$ cat src/design/adc_readout_defs.vh
`ifndef ADC_READOUT_DEFS_VH
`define ADC_READOUT_DEFS_VH

// ==========================================================================
// Clock and timing
// ==========================================================================
`define MCLK_MHZ 32'h0000_00FA
`define T_CONV_US 32'h0000_40D8
`define T_CONV_MAX_US 32'h0000_59D8
`define T_POR_US 32'h0000_01F4
`define CONV_CYCLES (`T_CONV_US * `MCLK_MHZ)
`define POR_CYCLES (`T_POR_US * `MCLK_MHZ)
`define CNT_W 23

// ==========================================================================
// Result format
// ==========================================================================
`define RES_W 16
`define SAMP_W 18
`define FIFO_DEPTH 32
`define BITS_PER_WORD 5'h10
`define BIT_CNT_W 5
`define CODE_MID 18'h0_8000
`define CODE_LIM 18'h0_8000
`define CODE_MAX 16'hFFFF
`define CODE_MIN 16'h0000

`endif

$ cat src/design/sample_fifo.v
// ==========================================================================
// Sample buffer
// ==========================================================================
// A first-in first-out store whose read word always comes from a register.
// It holds DEPTH words in the array plus one in the output register.
module sample_fifo #(
  parameter WIDTH = 18,
  parameter DEPTH = 32,
  parameter AW = 5
) (
  input wire mclk,
  input wire reset,
  input wire in_valid,
  output wire in_ready,
  input wire [WIDTH-1:0] in_data,
  output wire out_valid,
  input wire out_ready,
  output wire [WIDTH-1:0] out_data
);

  reg [WIDTH-1:0] mem [0:DEPTH-1];
  reg [AW-1:0] wr_ptr_q;
  reg [AW-1:0] rd_ptr_q;
  reg [AW:0] count_q;
  reg [WIDTH-1:0] out_data_q;
  reg out_valid_q;
  wire push;
  wire pop;
  wire [AW:0] depth_w;
  localparam [31:0] DEPTH32 = DEPTH;

  assign depth_w = DEPTH32[AW:0];
  assign in_ready = (count_q != depth_w);
  assign push = in_valid & in_ready;
  // The array is drained into the output register when it is empty or taken.
  assign pop = (count_q != {(AW+1){1'b0}}) & (~out_valid_q | out_ready);
  assign out_valid = out_valid_q;
  assign out_data = out_data_q;

  always @(posedge mclk) begin
    if (push) begin
      mem[wr_ptr_q] <= in_data;
    end
  end

  always @(posedge mclk or posedge reset) begin
    if (reset) begin
      wr_ptr_q <= {AW{1'b0}};
      rd_ptr_q <= {AW{1'b0}};
      count_q <= {(AW+1){1'b0}};
      out_data_q <= {WIDTH{1'b0}};
      out_valid_q <= 1'b0;
    end else begin
      if (push) begin
        wr_ptr_q <= wr_ptr_q + 1'b1;
      end
      if (pop) begin
        rd_ptr_q <= rd_ptr_q + 1'b1;
        out_data_q <= mem[rd_ptr_q];
        out_valid_q <= 1'b1;
      end else if (out_ready) begin
        out_valid_q <= 1'b0;
      end
      if (push & ~pop) begin
        count_q <= count_q + 1'b1;
      end else if (pop & ~push) begin
        count_q <= count_q - 1'b1;
      end
    end
  end

endmodule

$ cat src/design/adc_readout.v
// How it works
// - Code is 32768 times ratio plus 32768.
// - Code clamps at 65535 and at 0.
// - Result leaves MSB first, sign bit leading.
// - Each result from latest conversion only.
// - Top bit appears once select and clock are both low.
// - Next bit follows each serial clock fall.
// - Status: high converting, low when asleep.
// - Conversion time fixed near 16.6 ms.
// - Works with clock idling high or low.
// - After 16 bits, select rise or clock fall restarts.
// - Select rise during output aborts, restarts.
// - Status monitor only with clock idling high.
// - Sleep entered alone after conversion.
// - Idle low: sixteenth fall starts conversion.
// - Leave sleep only when select, clock low.
// - Nothing on the link aborts a conversion.
// - Power-on reset clears, then converts.
// - Data pin driven only while select low.
`include "adc_readout_defs.vh"

// ==========================================================================
// Converter control and serial readout
// ==========================================================================
module adc_readout #(
  parameter [31:0] CONV_CYCLES = `CONV_CYCLES,
  parameter [31:0] POR_CYCLES = `POR_CYCLES,
  parameter CNT_W = `CNT_W,
  parameter SAMP_W = `SAMP_W,
  parameter FIFO_DEPTH = `FIFO_DEPTH
) (
  input wire mclk,
  input wire reset,
  input wire cs_n,
  input wire sck,
  output wire sdo,
  output wire sdo_oe,
  input wire samp_valid,
  output wire samp_ready,
  input wire [SAMP_W-1:0] samp_data,
  output wire converting,
  output wire conv_done,
  output wire [`RES_W-1:0] result
);

  // ========================================================================
  // States
  // ========================================================================
  localparam [3:0] ST_POR = 4'h1;
  localparam [3:0] ST_CONV = 4'h2;
  localparam [3:0] ST_SLEEP = 4'h4;
  localparam [3:0] ST_DOUT = 4'h8;

  localparam [31:0] CONV_END32 = CONV_CYCLES - 32'h0000_0001;
  localparam [31:0] POR_END32 = POR_CYCLES - 32'h0000_0001;
  localparam [CNT_W-1:0] CONV_END = CONV_END32[CNT_W-1:0];
  localparam [CNT_W-1:0] POR_END = POR_END32[CNT_W-1:0];
  localparam [`BIT_CNT_W-1:0] LAST_BIT = `BITS_PER_WORD - 1'b1;

  // ========================================================================
  // Code mapping
  // ========================================================================
  // The front end delivers the signed ratio of input to reference, scaled
  // so that a ratio of one reads as 32768. Offsetting by mid-scale gives a
  // straight binary code whose top bit is set for a non-negative input.
  function [`RES_W-1:0] code_of;
    input [SAMP_W-1:0] ratio;
    reg [SAMP_W-1:0] sum;
    begin
      sum = ratio + `CODE_MID;
      if (!ratio[SAMP_W-1] && (ratio >= `CODE_LIM)) begin
        code_of = `CODE_MAX;
      end else if (ratio[SAMP_W-1] && ((~ratio + 1'b1) >= `CODE_LIM)) begin
        code_of = `CODE_MIN;
      end else begin
        code_of = sum[`RES_W-1:0];
      end
    end
  endfunction

  // ========================================================================
  // Buffer sizing
  // ========================================================================
  // Address bits for a buffer of the given depth, never fewer than one.
  // The buffer depth may then be changed without touching the address width.
  function integer addr_bits;
    input integer depth;
    integer n;
    begin
      n = 1;
      while ((32'h0000_0001 << n) < depth) begin
        n = n + 1;
      end
      addr_bits = n;
    end
  endfunction

  localparam FIFO_AW = addr_bits(FIFO_DEPTH);

  // ========================================================================
  // Pin synchronisers and edge detection
  // ========================================================================
  // Both pins pass two flops before any logic reads them; the third flop
  // only remembers the last synchronised level so that edges can be found.
  // The flops reset to an idle select and an idle-low clock, so no false
  // select rise or clock fall follows reset.
  reg cs_meta_q;
  reg cs_sync_q;
  reg cs_last_q;
  reg sck_meta_q;
  reg sck_sync_q;
  reg sck_last_q;
  wire cs_rise;
  wire sck_fall;

  always @(posedge mclk or posedge reset) begin
    if (reset) begin
      cs_meta_q <= 1'b1;
      cs_sync_q <= 1'b1;
      cs_last_q <= 1'b1;
      sck_meta_q <= 1'b0;
      sck_sync_q <= 1'b0;
      sck_last_q <= 1'b0;
    end else begin
      cs_meta_q <= cs_n;
      cs_sync_q <= cs_meta_q;
      cs_last_q <= cs_sync_q;
      sck_meta_q <= sck;
      sck_sync_q <= sck_meta_q;
      sck_last_q <= sck_sync_q;
    end
  end

  assign cs_rise = cs_sync_q & ~cs_last_q;
  assign sck_fall = sck_last_q & ~sck_sync_q;

  // ========================================================================
  // Sample buffer
  // ========================================================================
  wire buf_valid;
  wire buf_ready;
  wire [SAMP_W-1:0] buf_data;

  sample_fifo #(
    .WIDTH(SAMP_W),
    .DEPTH(FIFO_DEPTH),
    .AW(FIFO_AW)
  ) u_fifo (
    .mclk(mclk),
    .reset(reset),
    .in_valid(samp_valid),
    .in_ready(samp_ready),
    .in_data(samp_data),
    .out_valid(buf_valid),
    .out_ready(buf_ready),
    .out_data(buf_data)
  );

  // ========================================================================
  // Sequencer
  // ========================================================================
  reg [3:0] state_q;
  reg [3:0] state_d;
  reg [CNT_W-1:0] cnt_q;
  reg [CNT_W-1:0] cnt_d;
  reg [`BIT_CNT_W-1:0] bits_q;
  reg [`BIT_CNT_W-1:0] bits_d;
  reg [`RES_W-1:0] shift_q;
  reg [`RES_W-1:0] shift_d;
  reg [`RES_W-1:0] result_q;
  reg [`RES_W-1:0] result_d;
  reg [SAMP_W-1:0] last_q;
  reg [SAMP_W-1:0] last_d;
  reg done_q;
  reg done_d;
  reg sdo_q;
  reg sdo_d;
  reg oe_q;
  wire conv_end;
  wire por_end;
  wire in_conv;

  // Samples are taken from the buffer only while converting, so the buffer
  // fills during sleep and readout and stalls the source through its ready.
  assign in_conv = (state_q == ST_CONV);
  assign buf_ready = in_conv;
  assign conv_end = (cnt_q == CONV_END);
  assign por_end = (cnt_q == POR_END);

  always @* begin
    state_d = state_q;
    cnt_d = cnt_q;
    bits_d = bits_q;
    shift_d = shift_q;
    result_d = result_q;
    last_d = last_q;
    done_d = 1'b0;
    case (state_q)
      ST_POR: begin
        cnt_d = cnt_q + 1'b1;
        if (por_end) begin
          state_d = ST_CONV;
          cnt_d = {CNT_W{1'b0}};
        end
      end
      ST_CONV: begin
        // Link activity is ignored here; only conv_end or the reset ends a conversion.
        cnt_d = cnt_q + 1'b1;
        if (buf_valid) begin
          last_d = buf_data;
        end
        if (conv_end) begin
          // The result is taken once per conversion and held until the
          // next one completes.
          result_d = code_of(last_d);
          done_d = 1'b1;
          state_d = ST_SLEEP;
          cnt_d = {CNT_W{1'b0}};
        end
      end
      ST_SLEEP: begin
        // The fall that brings an idle-high host into readout is not
        // counted, so such a host restarts with a seventeenth pulse.
        if (~cs_sync_q & ~sck_sync_q) begin
          state_d = ST_DOUT;
          shift_d = result_q;
          bits_d = {`BIT_CNT_W{1'b0}};
        end
      end
      ST_DOUT: begin
        // A select rise always restarts, while a clock fall in the same cycle restarts
        // only when it is the sixteenth, so the rise is simply given priority.
        if (cs_rise) begin
          state_d = ST_CONV;
          cnt_d = {CNT_W{1'b0}};
        end else if (sck_fall) begin
          shift_d = {shift_q[`RES_W-2:0], 1'b0};
          bits_d = bits_q + 1'b1;
          if (bits_q == LAST_BIT) begin
            state_d = ST_CONV;
            cnt_d = {CNT_W{1'b0}};
          end
        end
      end
      default: begin
        state_d = ST_POR;
        cnt_d = {CNT_W{1'b0}};
      end
    endcase
  end

  // ========================================================================
  // Serial data pin
  // ========================================================================
  // Outside readout the pin reports status: high while the power-on wait or
  // a conversion runs, low once asleep. The status is only meaningful to a
  // host that idles the clock high, since a low clock leaves sleep at once.
  always @* begin
    if (state_d == ST_DOUT) begin
      sdo_d = shift_d[`RES_W-1];
    end else if (state_d == ST_SLEEP) begin
      sdo_d = 1'b0;
    end else begin
      sdo_d = 1'b1;
    end
  end

  always @(posedge mclk or posedge reset) begin
    if (reset) begin
      state_q <= ST_POR;
      cnt_q <= {CNT_W{1'b0}};
      bits_q <= {`BIT_CNT_W{1'b0}};
      shift_q <= {`RES_W{1'b0}};
      result_q <= {`RES_W{1'b0}};
      last_q <= {SAMP_W{1'b0}};
      done_q <= 1'b0;
      sdo_q <= 1'b1;
      oe_q <= 1'b0;
    end else begin
      state_q <= state_d;
      cnt_q <= cnt_d;
      bits_q <= bits_d;
      shift_q <= shift_d;
      result_q <= result_d;
      last_q <= last_d;
      done_q <= done_d;
      sdo_q <= sdo_d;
      oe_q <= ~cs_sync_q;
    end
  end

  assign sdo = sdo_q;
  assign sdo_oe = oe_q;
  assign converting = in_conv;
  assign conv_done = done_q;
  assign result = result_q;

endmodule

$ cat config.mk
export PLATFORM = sky130hd
export DESIGN_NAME = adc_readout
export DESIGN_NICKNAME = d
export VERILOG_FILES = /design/src/design/sample_fifo.v /design/src/design/adc_readout.v
export VERILOG_INCLUDE_DIRS = /design/src /design/src/design
export SDC_FILE = /design/constraint.sdc
export NUM_CORES = 1
export LEC_CHECK = 0
export BUFFER_PORTS_ARGS = -buffer_cell sky130_fd_sc_hd__buf_2
export CELL_PAD_IN_SITES_DETAIL_PLACEMENT = 2
export CELL_PAD_IN_SITES_GLOBAL_PLACEMENT = 2
export CORE_ASPECT_RATIO = 0.7
export CORE_MARGIN = 2
export CORE_UTILIZATION = 53
export DETAILED_ROUTE_END_ITERATION = 7
export GPL_TIMING_DRIVEN = 0
export HOLD_SLACK_MARGIN = 0.15
export MAX_ROUTING_LAYER = met4
export PLACE_DENSITY_LB_ADDON = 0.1
export SETUP_SLACK_MARGIN = 0.1
export SYNTH_ARGS = -nofsm -noshare
export SYNTH_HDL_FRONTEND = slang
export SYNTH_SLANG_ARGS = --single-unit
export TNS_END_PERCENT = 10
$ cat constraint.sdc
create_clock -name mclk -period 7.6 [get_ports mclk]
set_clock_uncertainty 0.05 [all_clocks]
set_input_delay 1.14 -clock mclk [delete_from_list [all_inputs] [get_ports mclk]]
set_output_delay 1.14 -clock mclk [all_outputs]
set_load 0.05 [all_outputs]
* Word-level counts from Yosys, hierarchy flattened
Memory sizes are Yosys's and may differ from the RTL's. A register that Yosys moved wholly into a read port is not among the register bits. Index checks and enable logic that the tools add are counted.
Storage, ports and cells: bits of input ports 23, flip-flop bits (word level) 108, bits in read-only memories 0, word-level logic and storage cells 107, memories 1, bits in writable memories 576, output and inout port bits 21, bits in latches 0
Memory list:
- u_fifo.mem | depth 32, width 18, read ports 1, clocked after Yosys merged registers in 1, wr ports 1, line sample_fifo.v:21 | reg [WIDTH-1:0] mem [0:DEPTH-1];
Cells by class: $lt $le $gt $ge 2, equal/unequal tests 15, div/mod/pow operators 0, add/sub/neg operators 8, reduce and logical (&&, ||, !) cells 10, multiply operators 0, bitwise operators 16, mux-type cells 35, shift operators 0
Operator list (number):
- 2-to-1 mux 23 bit | 5
- one-hot mux 23 bit (4 select lines) | 1
- 2-to-1 mux 16 bit | 5
- >= comparator 18 x 16 -> 1 bit (second input constant) | 2
- 2-to-1 mux 18 bit | 2
- one-hot mux 16 bit (2 select lines) | 1
- 2-to-1 mux 4 bit | 6
- adder 23 x 1 -> 23 bit (second input constant) | 1
- == test 23 x 17 -> 1 bit (second input constant) | 1
- == test 23 x 22 -> 1 bit (second input constant) | 1
- adder 18 x 1 -> 18 bit (second input constant) | 1
- NOT 18 bit | 1
- adder 16 bit (second input constant) | 1
- one-hot mux 4 bit (4 select lines) | 1
- adder 5 x 1 -> 5 bit (second input constant) | 3
- 2-to-1 mux 5 bit | 3
- 2-to-1 mux 6 bit | 2
- one-hot mux 5 bit (2 select lines) | 1
- == test 4 x 3 -> 1 bit (second input constant) | 2
- == test 4 bit (second input constant) | 2
- 2-to-1 mux 1 bit | 8
- bitwise AND 1 bit | 7
- NOT 1 bit | 7
- adder 6 x 1 -> 6 bit (second input constant) | 1
- 15 further kinds | 21

* Longest topological paths before layout
depth in word-level cells 8, depth in mapped cells 13, depth with buffers taken out 12

* By module
From an unflattened synthesis, not the netlist that was laid out.
Unflattened totals: cell total of the unflattened synthesis 1680, area total of the unflattened synthesis 28244.6 sq um
By module, submodules not included:
- sample_fifo | cells an instance 1262, times used 1, seq. area each 18172.4 sq um, area each 23852.9 sq um
- adc_readout | cells an instance 418, times used 1, seq. area each 2283.4 sq um, area each 4391.7 sq um

* Least setup slack after synthesis
Ideal clock, no wire load.
path type input to register, start point input samp_valid, end point register u_fifo.count_q[5], arrival time 3108 ps, required time 7426 ps, path slack 4318 ps, cell stages on the path 10, path through inv_1 a31oi_1 ha_1 inv_1 ha_1 a21o_1 a21oi_1 nand4b_1 nand4_1 xor2_1
Between the ends: longest elaborated chain between the ends 4, elaborated cells on any way between the ends 6, those cells by class 1 x mux; 4 x bitwise; 1 x reduce/logical
Ends and longest elaborated chain:
- from (decl) | line adc_readout.v:38 | input wire samp_valid,
- bitwise AND 1 bit (*) | line sample_fifo.v:34 | assign push = in_valid & in_ready;
- via u_fifo.push | line sample_fifo.v:27 | wire push;
- NOT 1 bit | line sample_fifo.v:66 | end else if (pop & ~push) begin
- bitwise AND 1 bit | line sample_fifo.v:66
- nonzero test 2 bit (no source line)
- to (signal assigned) | line sample_fifo.v:50 | count_q <= {(AW+1){1'b0}};
- to (signal assigned) | line sample_fifo.v:65 | count_q <= count_q + 1'b1;
- to (signal assigned) | line sample_fifo.v:67 | count_q <= count_q - 1'b1;
- to (decl) | line sample_fifo.v:24 | reg [AW:0] count_q;
The timed path passes the listed nets; every way through them passes the cells marked *. A chain may end at the register's enable or synchronous reset.

* Worst setup path after layout
start point register u_fifo.count_q[0], end point register u_fifo.count_q[5]
Between the ends: longest elaborated chain between the ends 5, elaborated cells on any way between the ends 13, those cells by class 2 x add/sub; 1 x eq/ne; 2 x mux; 6 x bitwise; 2 x reduce/logical
Ends and longest elaborated chain:
- parallel branches: the longest is 5 deep, another holds subtractor 6 x 1 -> 6 bit
Several ways; the timed one is not identified. The select of a mux whose other input is x is not followed.

==> run summary <==
Mapped Area - 27600 sq um
Slew Limit Fails - 0
Postcts setup bufs - 0
Met1 wire length - 39800 microns
Xor/xnor share of the synthesized area - 0.984%
Cts hold-fix bufs - 0
Area Growth Syn to Fin - 14.4%
Vias in the first global route - 18100
Ranking of synthesized cells by area - edfxtp_1 63%, mux4_2 12%, dfrtp_1 11%
DRT iter0 DRCs - 3184
Met2 routed WL - 51400 microns
Clk root buf - clkbuf_16
Post-DP HPWL - 64500 microns
Mean post-synth cell area - 18.8 sq um
Max Cap Viol - 0
Crit Path Class - reg2reg
Pwr dens - 276 nW/um^2
Unrepaired setup endpoints after global routing - no
Drt drc - 0
Critical Path AT - 5.18 ns
Filler cells - 4024
Asr flop ratio synth - 17.9%
Hold path startpoint - cs_meta_q
Post-synthesis cell count - 1471
Top-area cell type share of the netlist area - 62.7%
Die Y-Extent - 195 microns
Area of the die - 53900 sq um
Drt wl/cell - 45.8 microns
Total track usage - 42.1%
Final nets - 1654
Total gr overflow - 0
Reg-to-Reg Start - u_fifo.count_q[0]
Port Buffer Count - 43
Min Tclk post-route - 4.74 ns
Number of synthesized flops with an enable pin - 576
Largest family of logic cells by synthesized area - multiplexers
PnR worst setup slack - 2.86 ns
Initial antenna violation count - 7
Combinational share of power - 8.2%
Worst-Margin Slew - 1.11 ns
Core Rows - 69
Clock tree buffer depth - 3
Sequential element share of the synthesized area - 74.1%
Vias per inst - 7.38
Setup TNS - 0 ns
Crit. End Element - flop
Fin crit share - 62.4%
Top sig layer - met4
CTS sink count - 702
Clock Latency Late Sink - 0.64 ns
Leak - 0.0112 uW
FF-to-FF setup slack - 2.86 ns
Top FF cell, synth - edfxtp_1
Core area - 51100 sq um
First-pass GRT wire length - 151000 microns
Cell variety after synth - 61
FF-to-FF path depth - 13
Switching power - 2260 uW
Switch share - 25.9%
Outcome - finished, final reports clean
Final setup vio count - 0
Die Width - 277 microns
WL final - 108000 microns
H-tree Lvls - 3
Simple-Gate Fraction of Synth Area - 4.97%
Initial Util - 54.0%
Routed met3 length - 11400 microns
Post-Syn Nets - 1508
Final core occ - 61.7%
Place WS - 3.32 ns
Fmax - 211 MHz
HP Class - reg2reg
Post-CTS Resized - 0
Synth area leader - edfxtp_1
Internal power - 6460 uW
Routability cong. - 0.837
Compound-Gate Fraction of Synth Area - 4.28%
#FFs+latches synth - 702
Worst R2R End - u_fifo.count_q[5]
ANT nets after route - 0
Post-synthesis mux area share - 13.1%
CP required - 8.04 ns
Reg clk slew, reported paths - 0.08 ns
Worst Setup Start Kind - flop
Relative slew slack - 26.0%
DR pass1 iterations - 8
IO Count - 44
Final hold vios - 0
Vias - 17300
CTS tree - built
Layout cells sized above 1 - 25.4%
Worst Hold Depth - 0
Largest net degree at the start of global routing - 96
Post-Synth Adder-Cell Area - 0.662%
CP max FO - 10
Seq pwr share - 51.7%
Max IR drop VDD - 0.000267 V
CTS Buf Count - 68
Synth Warn # - 0
Clock share of power - 40.1%
Min-Delay Endpoint - cs_sync_q
[metrics by stage]
| stage | hold WS, ns | instances | cell area (sq um) | power, uW |
|---|---|---|---|---|
| final | 0.327 | 2349 | 31600 | 8720 |
| after floorplan | 0.281 | 1471 | 27600 | 4820 |
| after detailed placement | 0.304 | 2221 | 29400 | 5220 |
| after global placement | 0.288 | 2188 | 28700 | 5030 |
| after global routing | 0.324 | 2348 | 31600 | 8860 |
| after CTS | 0.324 | 2345 | 31500 | 8710 |
[routing by layer]
metal | global-route usage, % | vias to the layer above
li1 | - | 6258
met1 | 54.7 | 9279
met2 | 65.9 | 1461
met3 | 9.47 | 333
met4 | 16.0 | 0
met5 | - | -
[final cells by class]
cell class | count | area (sq um) | share of cell area [%]
sequential | 702 | 20500 | 64.8
multi-input combinational | 660 | 6700 | 21.2
clock buffer | 97 | 1990 | 6.30
timing repair buffer | 76 | 886 | 2.81
tap | 674 | 843 | 2.67
buffer | 76 | 395 | 1.25
clock inverter | 27 | 151 | 0.480
inverter | 33 | 129 | 0.408
antenna | 4 | 10.0 | 0.0317
[critical path: stages, from the launching register on]
cell and delay [ns]:
dfrtp_1 0.44, nor3_1 0.50, and3b_1 0.57, a21oi_4 0.14, inv_1 0.16, clkbuf_1 0.69, ha_1 0.43, inv_1 0.21
ha_1 0.33, a21o_1 0.17, a21oi_1 0.33, nand4b_1 0.22, nand4_1 0.16, xor2_1 0.20
[cell families (layout without fill, tap and decap cells)]
| kind of cell | after synthesis | in the layout |
|---|---|---|
| AOI/OAI and AO/OA | 183 | 183 |
| xor gates and xnor gates | 31 | 31 |
| adders and majority gates | 14 | 14 |
| buffers and inverters | 109 | 309 |
| DFF | 702 | 702 |
| muxes | 180 | 180 |
| other | 0 | 4 |
| and+or+nand+nor | 252 | 252 |
[Yosys cell counts, drive strengths merged (17+ instances only)]
library cell and n:
mux4 144, o22ai 72, edfxtp 576, buf 49, nor2 62, xor2 20, mux2i 32, nand2 81
nand3 17, dfrtp 121, or4 20, a21oi 30, inv 33, clkbuf 27, o21ai 48
[how the worst max path moves through the flow]
stage | from | end | slack [ns] | cells after the start
4_1_cts | u_fifo.count_q[0] | u_fifo.count_q[5] | 3.01 | 13
3_5_place_dp | u_fifo.count_q[0] | u_fifo.count_q[5] | 3.32 | 13
2_1_floorplan | reset | bits_q[0] | 3.06 | 1
5_1_grt | u_fifo.count_q[0] | u_fifo.count_q[5] | 2.72 | 13
6_report | u_fifo.count_q[0] | u_fifo.count_q[5] | 2.86 | 13
3_3_place_gp | reset | u_fifo.rd_ptr_q[2] | 1.34 | 2
[flip-flops by register name (all words and copies together) (netlist names), 4 cells and up]
signal           flops
state_q              4
cnt_q               23
result              16
shift_q             16
u_fifo.mem         576
last_q              18
u_fifo.rd_ptr_q      5
u_fifo.count_q       6
u_fifo.out_data     18
u_fifo.wr_ptr_q      5
bits_q               5
[power by group through the flow]
stage	Sequential (uW)	Clock, uW	Combinational [uW]
finish	4510	3500	713
CTS	4500	3500	701
global placement	4530	0	500
detailed placement	4560	0	661
global route	4510	3610	741
floorplan	4510	0	311
[placed cells by master (no fill, tap or decap), types with 4 or more instances in the layout]
| cell | n |
|---|---|
| a21oi_1 | 27 |
| a222oi_1 | 15 |
| and4_1 | 4 |
| buf_16 | 14 |
| buf_2 | 71 |
| buf_4 | 16 |
| buf_8 | 19 |
| clkbuf_1 | 44 |
| clkbuf_16 | 73 |
| clkbuf_8 | 7 |
| clkinv_1 | 12 |
| clkinv_2 | 12 |
| dfrtp_1 | 121 |
| dfstp_2 | 5 |
| diode_2 | 4 |
| edfxtp_1 | 576 |
| ha_1 | 13 |
| inv_1 | 32 |
| mux2_2 | 4 |
| mux2i_1 | 32 |
| mux4_2 | 144 |
| nand2_1 | 81 |
| nand3_1 | 17 |
| nand3b_1 | 7 |
| nand4_1 | 11 |
| nor2_1 | 29 |
| nor2_2 | 32 |
| nor3_1 | 4 |
| nor4_1 | 6 |
| o21ai_0 | 48 |
| o22ai_1 | 72 |
| or3_1 | 5 |
| or3b_2 | 5 |
| or4_1 | 20 |
| xnor2_1 | 11 |
| xor2_1 | 20 |
Note: power is estimated with default switching activity, not from simulation.
